**config.mk**
```make
export PLATFORM = sky130hd
export DESIGN_NAME = pvi_capture
export DESIGN_NICKNAME = d
export VERILOG_FILES = /design/src/pvi_filter.sv /design/src/pvi_capture.sv
export SDC_FILE = /design/constraint.sdc
export NUM_CORES = 1
export LEC_CHECK = 0
export ABC_AREA = 0
export BUFFER_PORTS_ARGS = -buffer_cell sky130_fd_sc_hd__buf_4
export CAP_MARGIN = 20
export CORE_MARGIN = 2
export CORE_UTILIZATION = 57
export CTS_BUF_LIST = sky130_fd_sc_hd__clkbuf_4 sky130_fd_sc_hd__clkbuf_8
export CTS_CLUSTER_SIZE = 40
export DETAILED_ROUTE_END_ITERATION = 12
export PLACE_DENSITY = 0.81
export SYNTH_ARGS = -nofsm -noshare
export SYNTH_HDL_FRONTEND = slang
export SYNTH_HIERARCHICAL = 1
export SYNTH_SLANG_ARGS = --single-unit
```
**constraint.sdc**
```tcl
create_clock -name clk_in -period 2.3 [get_ports clk_in]
set_clock_uncertainty 0.15 [all_clocks]
set_input_delay 0.23 -clock clk_in [delete_from_list [all_inputs] [get_ports clk_in]]
set_output_delay 0.23 -clock clk_in [all_outputs]
set_load 0.02 [all_outputs]
```
**src/pvi_filter.sv**
```systemverilog
//------------------------------------------------------------------------------
// Purpose: shared constants and word layout for the parallel video input,
//          plus the pulse-width filter for line sync and pixel valid
// Assumes: filter steps once per captured pixel, on a one-cycle step pulse
// Notes:   vertical sync is never filtered; it is slow by contract
//------------------------------------------------------------------------------
`timescale 1ns/10ps

package pvi_pkg;
    localparam int        COLOUR_W        = 8;
    localparam int        WORD_W          = 31;
    localparam int        GPIO_N          = 4;
    localparam int        REG_OUT_N       = 2;
    localparam int        CTRL_FILT_N     = 2;
    localparam int        MIN_PULSE_PCLK  = 3;
    localparam int        SRC_WINDOW_PCLK = 130;
    localparam int        CLK_PERIOD_NS   = 40;
    localparam int        PIPE_TO_OUT     = 4;
    localparam logic      EDGE_RISE       = 1'b1;
    localparam logic      RST_CTRL_BIT    = 1'b0;
    localparam logic [3:0] RST_GPIO_OE_N  = 4'hf;
    // bit positions of control lines in the filtered pair
    localparam int        FILT_LINE       = 0;
    localparam int        FILT_VALID      = 1;

    // the 31-bit parallel word as it arrives on the pins
    typedef struct packed {
        logic [COLOUR_W-1:0] red;
        logic [COLOUR_W-1:0] green;
        logic [COLOUR_W-1:0] blue;
        logic                line_sync;
        logic                frame_sync;
        logic                pixel_valid;
        logic                aud_clk;
        logic                aud_word;
        logic [1:0]          aud_data;
    } pvi_word_t;
endpackage

module pvi_filter import pvi_pkg::*; #(
    parameter int WIDTH     = CTRL_FILT_N,
    parameter int MIN_PULSE = MIN_PULSE_PCLK
) (
    // clock and reset
    input  wire logic             clk_in,
    input  wire logic             rst_in,
    // control
    input  wire logic             step_in,
    input  wire logic             enable_in,
    // levels
    input  wire logic [WIDTH-1:0] level_in,
    output logic      [WIDTH-1:0] level_out
);
    logic [1:0] held [WIDTH];

    //------------------------------------------------------------------------
    // one filter per control line
    //------------------------------------------------------------------------
    for (genvar i = 0; i < WIDTH; i++) begin : g_line
        // new level must persist MIN_PULSE samples; delay keeps width intact
        always_ff @(posedge clk_in) begin
            if (rst_in) begin
                level_out[i] <= RST_CTRL_BIT;
                held[i]      <= 2'h0;
            end else if (step_in) begin
                if (!enable_in) begin
                    level_out[i] <= level_in[i];
                    held[i]      <= 2'h0;
                end else if (level_in[i] == level_out[i]) begin
                    held[i] <= 2'h0;              // short pulse dropped
                end else if (held[i] == 2'(MIN_PULSE - 1)) begin
                    level_out[i] <= level_in[i];
                    held[i]      <= 2'h0;
                end else begin
                    held[i] <= held[i] + 2'h1;
                end
            end
        end

    end
endmodule

```
**src/pvi_capture.sv**
```systemverilog
//------------------------------------------------------------------------------
// Purpose: capture of the parallel pixel word on the selected pixel clock
//          edge, control filtering and reduced colour general-purpose pins
// Assumes: pixel clock well below a quarter of clk_in; pins asynchronous
// Notes:   output follows the pixel clock edge by four clk_in cycles
//------------------------------------------------------------------------------
// How it works
// - accept a 31-bit parallel word per pixel
// - forward 24 colour bits, three controls, audio
// - strobe edge picked by a configuration bit
// - filter on: drop sync/valid pulses under three
// - filter off: pass sync/valid with no minimum
// - low red/green bits become GPIO 0..3
// - low blue bits become register outputs 4,5
// - these pins exist only in 18-bit mode
// - power-down low holds control registers reset
`timescale 1ns/10ps

module pvi_capture import pvi_pkg::*; (
    // clock and reset
    input  wire logic                 clk_in,
    input  wire logic                 rst_n_in,
    // pixel pins
    input  wire logic                 pclk_in,
    input  wire pvi_word_t            word_in,
    // device pins
    input  wire logic                 power_down_n_in,
    input  wire logic                 mode_sel_in,
    // configuration
    input  wire logic                 strobe_edge_select_in,
    input  wire logic                 filter_enable_in,
    input  wire logic                 cfg_18bit_in,
    input  wire logic [GPIO_N-1:0]    gpio_dir_in,
    input  wire logic [GPIO_N-1:0]    gpio_value_in,
    input  wire logic [REG_OUT_N-1:0] register_driven_output_in,
    // captured pixel
    output pvi_word_t                 pixel_out,
    output logic                      pixel_strobe_out,
    // general-purpose pins
    output logic [GPIO_N-1:0]         gpio_out,
    output logic [GPIO_N-1:0]         gpio_oe_n_out,
    output logic [GPIO_N-1:0]         gpio_read_out,
    output logic [REG_OUT_N-1:0]      reg_pin_out,
    output logic [REG_OUT_N-1:0]      reg_pin_oe_n_out,
    // status
    output logic                      mode_18bit_out
);
    logic                 pclk_s1, pclk_s2, pclk_s3;
    logic                 pd_s1, pd_s2, msel_s1, msel_s2;
    pvi_word_t            word_s1, word_s2, cap;
    logic                 rst;
    logic                 strobe, strobe_d, strobe_d2;
    logic                 edge_rise, filt_en, m18;
    logic [GPIO_N-1:0]    dir_q, val_q;
    logic [REG_OUT_N-1:0] reg_q;
    logic [1:0]           filt_out;

    //------------------------------------------------------------------------
    // pin synchronisers
    //------------------------------------------------------------------------
    // all pin inputs take two flops; pclk gets a third for edge finding
    always_ff @(posedge clk_in) begin
        if (!rst_n_in) begin
            pclk_s1 <= 1'b0;
            pclk_s2 <= 1'b0;
            pclk_s3 <= 1'b0;
            pd_s1   <= 1'b0;
            pd_s2   <= 1'b0;
            msel_s1 <= 1'b0;
            msel_s2 <= 1'b0;
            word_s1 <= '0;
            word_s2 <= '0;
        end else begin
            pclk_s1 <= pclk_in;
            pclk_s2 <= pclk_s1;
            pclk_s3 <= pclk_s2;
            pd_s1   <= power_down_n_in;
            pd_s2   <= pd_s1;
            msel_s1 <= mode_sel_in;
            msel_s2 <= msel_s1;
            word_s1 <= word_in;
            word_s2 <= word_s1;
        end
    end

    // powered down acts as reset for everything past the synchronisers
    assign rst = !rst_n_in || !pd_s2;

    //------------------------------------------------------------------------
    // control registers
    //------------------------------------------------------------------------
    // held clear while powered down, so a wake-up starts from defaults
    always_ff @(posedge clk_in) begin
        if (rst) begin
            edge_rise <= RST_CTRL_BIT;
            filt_en   <= RST_CTRL_BIT;
            m18       <= RST_CTRL_BIT;
            dir_q     <= '0;
            val_q     <= '0;
            reg_q     <= '0;
        end else begin
            edge_rise <= strobe_edge_select_in == EDGE_RISE;
            filt_en   <= filter_enable_in;
            m18       <= msel_s2 || cfg_18bit_in;
            dir_q     <= gpio_dir_in;
            val_q     <= gpio_value_in;
            reg_q     <= register_driven_output_in;
        end
    end

    //------------------------------------------------------------------------
    // strobe and capture
    //------------------------------------------------------------------------
    // edge found on synchronised copies, so data and clock share latency
    assign strobe = edge_rise ? (pclk_s2 && !pclk_s3)
                              : (!pclk_s2 && pclk_s3);

    // single capture stage ahead of the filter
    always_ff @(posedge clk_in) begin
        if (rst) begin
            cap       <= '0;
            strobe_d  <= 1'b0;
            strobe_d2 <= 1'b0;
        end else begin
            strobe_d  <= strobe;
            strobe_d2 <= strobe_d;
            if (strobe) begin
                cap <= word_s2;
            end
        end
    end

    pvi_filter #(
        .WIDTH     (CTRL_FILT_N),
        .MIN_PULSE (MIN_PULSE_PCLK)
    ) u_filter (
        .clk_in    (clk_in),
        .rst_in    (rst),
        .step_in   (strobe_d),
        .enable_in (filt_en),
        .level_in  ({cap.pixel_valid, cap.line_sync}),
        .level_out (filt_out)
    );

    //------------------------------------------------------------------------
    // forwarded pixel
    //------------------------------------------------------------------------
    // sync/valid carry the filter delay; colour does not, a known skew
    always_ff @(posedge clk_in) begin
        if (rst) begin
            pixel_out        <= '0;
            pixel_strobe_out <= 1'b0;
        end else begin
            pixel_strobe_out <= strobe_d2;
            if (strobe_d2) begin
                pixel_out             <= cap;
                pixel_out.line_sync   <= filt_out[FILT_LINE];
                pixel_out.pixel_valid <= filt_out[FILT_VALID];
                if (m18) begin
                    pixel_out.red[1:0]   <= 2'h0;
                    pixel_out.green[1:0] <= 2'h0;
                    pixel_out.blue[1:0]  <= 2'h0;
                end
            end
        end
    end

    //------------------------------------------------------------------------
    // general-purpose pins
    //------------------------------------------------------------------------
    // pins stay undriven unless 18-bit mode frees the colour bits
    always_ff @(posedge clk_in) begin
        if (rst) begin
            gpio_out         <= '0;
            gpio_oe_n_out    <= RST_GPIO_OE_N;
            gpio_read_out    <= '0;
            reg_pin_out      <= '0;
            reg_pin_oe_n_out <= '1;
            mode_18bit_out   <= 1'b0;
        end else begin
            mode_18bit_out <= m18;
            gpio_out       <= val_q;
            gpio_oe_n_out  <= m18 ? ~dir_q : RST_GPIO_OE_N;
            gpio_read_out  <= m18 ? {word_s2.green[1:0], word_s2.red[1:0]}
                                  : '0;
            reg_pin_out      <= m18 ? reg_q : '0;
            reg_pin_oe_n_out <= m18 ? '0 : '1;
        end
    end
endmodule

```
### Yosys cells after proc, flatten, opt, wreduce, memory -nomap -nowiden

Memories as Yosys holds them, arrays and structs flattened.
Index checks and enable logic that the tools add are counted.

| storage, ports and cells | value |
|---|---|
| latch bits | 0 |
| memories kept | 1 |
| register bits | 166 |
| logic and storage cells | 151 |
| input port bits | 49 |
| RAM bits | 4 |
| memory bits (read-only) | 0 |
| output and inout port bits | 49 |

| cells by class | value |
|---|---|
| shifts and indexed selects | 0 |
| divide/modulo/power cells | 0 |
| order comparisons | 0 |
| reductions and logical operators | 11 |
| eq/ne operators | 8 |
| $mul | 0 |
| muxes and demuxes | 59 |
| bitwise operators | 10 |
| add/subtract/negate cells | 2 |

Memory list:

| memory | depth | width | rd ports | clocked after memory_dff | wr ports | line | text |
|---|---|---|---|---|---|---|---|
| u_filter.held | 2 | 2 | 2 | 0 | 2 | pvi_filter.sv:54 | `logic [1:0] held [WIDTH];` |

Operators with widths:

| operator | number |
|---|---|
| 1-bit 2-to-1 mux | 47 |
| 2-bit 2-to-1 mux | 12 |
| 1-bit bitwise OR | 8 |
| 3-bit AND reduction | 2 |
| 2-bit by 1-bit adder with 2-bit output (second input constant) | 2 |
| 2-bit == test (second input constant) | 2 |
| 1-bit zero test | 4 |
| 2-bit by 1-bit != test with 1-bit output (second input constant) | 2 |
| 2-bit != test (second input constant) | 2 |
| 4-bit NOT | 1 |
| 1-bit == test | 2 |
| 1-bit logical AND | 2 |
| 1-bit logical OR | 2 |
| 2-bit OR reduction | 1 |
| 1-bit NOT | 1 |

### Logic depth before layout (Yosys ltp)

Gate-level depths: netlist of the first run.

| logic depth | value |
|---|---|
| depth in word-level cells | 9 |
| gate-level depth with buffers | 7 |

### Cells and area by module

Netlist of the first run, hierarchy kept.

By module, submodules not included:

| module | times used | cells an instance | area each (sq um) |
|---|---|---|---|
| pvi_capture | 1 | 468 | 5232.5 |
| pvi_filter | 1 | 29 | 317.8 |

### Worst setup path before layout of the first run

OpenSTA, ideal clock, no wires.

| timing | value |
|---|---|
| path kind | register to register |
| start point | register pd_s2 |
| end point | memory u_filter.held[0][0], data pin |
| arrival time | 1.563 ns |
| cell stages (with the launch flop) | 8 |
| setup slack | 0.448 ns |
| buffers on the path | 3 |
| data required time | 2.011 ns |
| cells stage by stage | dfxtp_1 > clkbuf_1 > nand2_1 > buf_2 > buf_2 > and2b_2 > or3b_1 > nor2_1 |

RTL lines:

| item | line | text |
|---|---|---|
| start: declaration | pvi_capture.sv:49 | `logic pd_s1, pd_s2, msel_s1, msel_s2;` |
| start signal: assignment | pvi_capture.sv:78 | `pd_s2 <= pd_s1;` |
| end: declaration | pvi_filter.sv:54 |  |

### Final worst setup path of the first run

| timing | value |
|---|---|
| start point | register pclk_s2 |
| end point | register cap[11] (netlist bit) |

| between the ends | value |
|---|---|
| longest elaborated chain between the ends | 3 |

RTL lines:

| item | line | text |
|---|---|---|
| start: declaration | pvi_capture.sv:48 | `logic pclk_s1, pclk_s2, pclk_s3;` |
| start signal: assignment | pvi_capture.sv:75 | `pclk_s2 <= pclk_s1;` |
| 1-bit zero test | pvi_capture.sv:116 | `: (!pclk_s2 && pclk_s3);` |
| 1-bit logical AND | pvi_capture.sv:116 |  |
| 1-bit 2-to-1 mux (*) | pvi_capture.sv:115 | `assign strobe = edge_rise ? (pclk_s2 && !pclk_s3)` |
| end signal: assignment | pvi_capture.sv:128 | `cap <= word_s2;` |
| end: declaration | pvi_capture.sv:50 | `pvi_word_t word_s1, word_s2, cap;` |

Every way passes the cells marked *; elsewhere a longest branch is shown, timed or not.
A chain may end at the register's enable or synchronous reset.

==> results.ini, run 1 <==
[floorplanning]
coreArea_um2=9590
die_h_um=103
row_count=36
initial_core_util=0.579
pin_count=98
fp.dieW_um=103
dieArea_um2=10500

[final_layout]
syn_to_final_growth_pct=29.9
nNetsFinal=685
num-fill-cells=651
drive_gt1_frac=0.274
seqCellArea_um2=3420
stdcell_count=780
diodes=0
utilization=0.752
multi_input_area_um2=1890

[global_routing]
grtUsageTotal=0.215
antenna_found_initial=0
gr-total-overflow=0
grt_pass1_wl_mm=17.4
grt_max_degree=64
first_global_vias=3751

[clock_network]
htreeDepth=4
cts_root_buffer=clkbuf_8
cts_setup_buffers=0
cts_tree=yes
cts_buffers=17
clk_pin_slew_worst_paths_ns=0.09
clock_path_buffers=2
clkLatencyLatePin_ns=0.43
clkSinkCount=169

[timing]
slew_headroom=0.305
worst_pin_slew_ns=1.04
drv_slew=0
period_share=0.818
rsz0062_at_grt=false
period_needed_ns=1.88
hold_viol=0
whs_ns=0.214
setup_slack_ns=0.419
fmax_ghz=0.532
setup_tns_ns=0
setup_viol=0

[critical_path]
critical_path_required_ns=2.43
critPathLaunchType=flip-flop
crit_chain=or3b_2 > nand3_2 > a21oi_1
reg2reg_slack_ns=0.42
crit_buf_inv=0
critPathMaxFanout=32
path_class=flip-flop to flip-flop
cp.arrival_ns=2.01
crit_slowest_cell=or3b_2
timing.rr.start=pclk_s2
critPathTopFamily=simple AND/OR/NAND/NOR gates
worst_path_largest_cell_delay_ns=0.90
cp-end-kind=flip-flop
crit_start=pclk_s2

[status]
status=finished, final reports clean

[synth]
seq_area_frac_synth=0.617
synth.top_cell.area_share=0.595
synth_area_leader_cell=dfxtp_1
synth.avg_cell_area_um2=11.2
netlist_top_cells_area=dfxtp_1, and2_1, nand3_2
syn_area_um2=5550
ys_warn_count=6
syn_nets=548
synth.distinct_cells=31
synth-seq-cells=169
synth_cells=497

[detailed_routing]
wl_mm=11.1
drtIter0Drc=136
wl_per_cell_um=14.3
postRouteAntennaNets=0
drcViolationCount=0
drtPass1Iterations=4
num_vias=3827
via_per_inst=4.91

[placement]
io_buffers=97
dp_cells=698
hpwl_mm=6.60
place_ws_ns=0.432
finalWeightedCongestion=0.738

[power_and_ir_drop]
p_sw_w=0.00110
intPower_w=0.00427
power.density_nw_per_um2=744
combPwrFrac=0.042
max-vdd-ir-drop_v=0.000426
swShare=0.204
pwr-share-seq=0.562
power.leakage_nw=2.82
p_clk_frac=0.396

[hold_path]
hold_path_class=flip-flop to flip-flop
hp-start=dir_q[2]

[flow_run]
drv_cap=0

[final cells by class]
class                           count  share of cell area
Sequential cell                   169               0.475
Clock inverter                      9              0.0154
Clock buffer                       23              0.0430
Tap cell                          133              0.0231
Timing Repair Buffer              155               0.180
Multi-Input combinational cell    288               0.262
Inverter                            3             0.00156
[placed cells by master (no fill, tap or decap), types with 7 or more instances in the layout]
cell type,n
o21ai_0,31
buf_4,104
and3_1,19
dlygate4sd3_1,50
nand3b_1,8
and2_1,75
a21oi_1,39
clkbuf_8,22
nand3_2,29
nand2b_1,7
dfxtp_1,164
mux2i_1,25
nor2_1,31
[power groups by stage]
stage               combinational [W]  clock [W]  sequential (W)
finish                       0.000226    0.00212         0.00301
global route                 0.000245    0.00228         0.00302
CTS                          0.000224    0.00216         0.00301
detailed placement           0.000157          0         0.00308
global placement             0.000154          0         0.00308
floorplan                   0.0000838          0         0.00307
[Yosys cell counts]
cell      number
buf_12         3
buf_4          1
clkbuf_2       3
nor3b_2        1
edfxtp_1       4
xor2_1         1
a21bo_2        2
xnor2_1        1
mux2i_1       25
ha_1           2
dfxtp_1      165
and3_1        19
nor2_1        31
buf_2         10
nand2b_2       1
nand2b_1       7
clkbuf_1      16
or2_2          2
buf_6          4
nand3b_1       8
and2_1        75
a21oi_2        1
or3b_1         2
nand3_1        4
and3b_1        1
inv_1          3
nand3_2       29
a21oi_1       39
nand2_1        5
o21ai_0       31
and2b_2        1
[flip-flops by register name, indices dropped and copies added, names as in the netlist, 31 cells and up]
signal	count
pixel_out	31
word_s1	31
cap	31
word_s2	31
[logic make-up (layout without fill, tap and decap cells)]
logic type               after synthesis  in the layout  synth area share
multiplexers                          25             25            0.0451
AND/OR/NAND/NOR                      186            186             0.217
buffers and inverters                 40            190            0.0449
AO/OA/AOI/OAI                         73             73            0.0683
adder cells (fa/ha/maj)                2              2           0.00451
XOR/XNOR                               2              2           0.00316
flip-flops                           169            169             0.617
[layer usage]
metal | GRT usage | part of all wire
met4 | 0.105 | 0.026
met1 | 0.272 | 0.43
met2 | 0.344 | 0.50
met5 | 0 | 0
met3 | 0.0556 | 0.049
[repair_timing]
action,4_1_cts,5_1_grt
hold endpoints to repair,54,0
hold buffers,50,0
resized for setup,0,0
[through the flow]
stage                     total power (W)  instance area, um2
after floorplan                   0.00316                5550
after global placement            0.00323                6290
after detailed placement          0.00324                6290
after CTS                         0.00539                7210
after global routing              0.00554                7210
final                             0.00536                7210
[final timing paths]
| kind | cells past startpoint | end |
|---|---|---|
| max | 3 | cap[11] |
| min | 1 | gpio_oe_n_out[2] |
| max reg2reg | 3 | cap[11] |
| min reg2reg | 1 | gpio_oe_n_out[2] |
Power figures use the tool's default switching activity.
==> inputs of run 2 (changes only) <==
==> constraint.sdc (replaced) <==
create_clock -name clk_in -period 1.95 [get_ports clk_in]
set_clock_uncertainty 0.15 [all_clocks]
set_input_delay 0.195 -clock clk_in [delete_from_list [all_inputs] [get_ports clk_in]]
set_output_delay 0.195 -clock clk_in [all_outputs]
set_load 0.02 [all_outputs]
==> run 2 against run 1 <==
Routed wire length is essentially flat. First-iteration DRC count is 6.6% lower. Utilization up 0.13 points. Sequential share of layout area shrank 0.082 points. Count of clock-buffer cells in the layout decreased by 2. Critical path type is now input pin to flip-flop. Largest cell class unchanged.
==> results.ini, run 2 (synthesis results as in run 1) <==
[hold_path]
hold_path_class=flip-flop to flip-flop
holdPathStages=1

[final_layout]
multi_input_area_um2=1890
syn_to_final_growth_pct=30.2
final_cell_mix=dfxtp_1, buf_4, and2_1
seqCellArea_um2=3420
layout_commonest_cell=dfxtp_1
num-fill-cells=651
finalInstanceArea_um2=7220
diodes=0
drive_gt1_frac=0.273
nNetsFinal=692
utilization=0.753

[critical_path]
reg2regPathDepth=4
crit_cells=6
critPathLaunchType=input pin
cp-end-kind=flip-flop
crit_slowest_cell=dlygate4sd3_1
cp.arrival_ns=1.81
path_class=input pin to flip-flop
crit_buf_inv=2
critPathMaxFanout=24
critPathTopFamily=simple AND/OR/NAND/NOR gates
worst_path_largest_cell_delay_ns=0.52
crit_chain=dlygate4sd3_1 > buf_4 > nand2_2 > and2b_2 > or3b_1 > nor2_1
critical_path_required_ns=2.09

[detailed_routing]
num_vias=3862
wl_per_cell_um=14.2
drtIter0Drc=127
drcViolationCount=0
postRouteAntennaNets=0
via_per_inst=4.92
drtPass1Iterations=4
wl_mm=11.1

[global_routing]
grt_max_degree=67
grt_pass1_wl_mm=17.4
first_global_vias=3635
antenna_found_initial=0
gr-total-overflow=0
grtUsageTotal=0.217

[floorplanning]
pin_count=98
initial_core_util=0.579
coreArea_um2=9590
die_h_um=103
dieArea_um2=10500
fp.dieW_um=103
row_count=36

[timing]
period_share=0.857
period_needed_ns=1.67
rsz0062_at_grt=false
slew_headroom=0.630
setup_slack_ns=0.279
fmax_ghz=0.598
setup_tns_ns=0
hold_viol=0
setup_viol=0
drv_slew=0
worst_pin_slew_ns=0.555

[placement]
finalWeightedCongestion=0.721
hpwl_mm=6.67
placed_area_um2=6310
place_ws_ns=0.310
io_buffers=97

[flow_run]
drv_cap=0

[power_and_ir_drop]
power.leakage_nw=2.84
power.density_nw_per_um2=845
max-vdd-ir-drop_v=0.000513

[clock_network]
clock_path_buffers=2
htreeDepth=4
clkSinkCount=169
clk_pin_slew_worst_paths_ns=0.08
clkLatencyLatePin_ns=0.44
cts_buffers=17
cts_resized=0
cts_tree=yes
cts_setup_buffers=0
cts_root_buffer=clkbuf_8

[status]
status=finished, final reports clean

[run 2: what timing repair did]
| item | 4_1_cts | 5_1_grt |
|---|---|---|
| hold buffers | 54 | 0 |
| endpoints found under the hold margin | 61 | 0 |
| setup endpoints to repair | 0 | 0 |
[run 2: final cells by class]
cell class | instances | share of cell area
Multi-Input combinational cell | 288 | 0.261
Inverter | 3 | 0.00156
Clock buffer | 21 | 0.0383
Sequential cell | 169 | 0.474
Clock inverter | 9 | 0.0132
Timing Repair Buffer | 162 | 0.189
Tap cell | 133 | 0.0230
[run 2: per-stage QoR]
stage          total power [W]  instances  hold WS [ns]
2_1_floorplan          0.00372        497         0.165
3_3_place_gp           0.00381        701         0.195
3_5_place_dp           0.00382        701         0.202
4_1_cts                0.00614        785         0.221
5_1_grt                0.00631        785         0.237
6_report               0.00610        785         0.219
[run 2: power by group]
group	internal, W	switching (W)
clock	0.00110	0.00117
sequential	0.00353	0.0000213
combinational	0.000175	0.0000995
[run 2: metal layers]
| metal | part of all wire | global-route usage |
|---|---|---|
| met5 | 0 | 0 |
| met4 | 0.020 | 0.0821 |
| met3 | 0.041 | 0.0685 |
| met2 | 0.49 | 0.347 |
| met1 | 0.45 | 0.275 |
[run 2: worst paths after layout]
path	startpoint	endpoint	slack, ns
hold / removal	dir_q[3]	gpio_oe_n_out[3]	0.22
setup reg to reg	pclk_s2	cap[2]	0.28
hold reg to reg	dir_q[3]	gpio_oe_n_out[3]	0.22
setup / recovery	rst_n_in	u_filter/held[0][1]	0.28
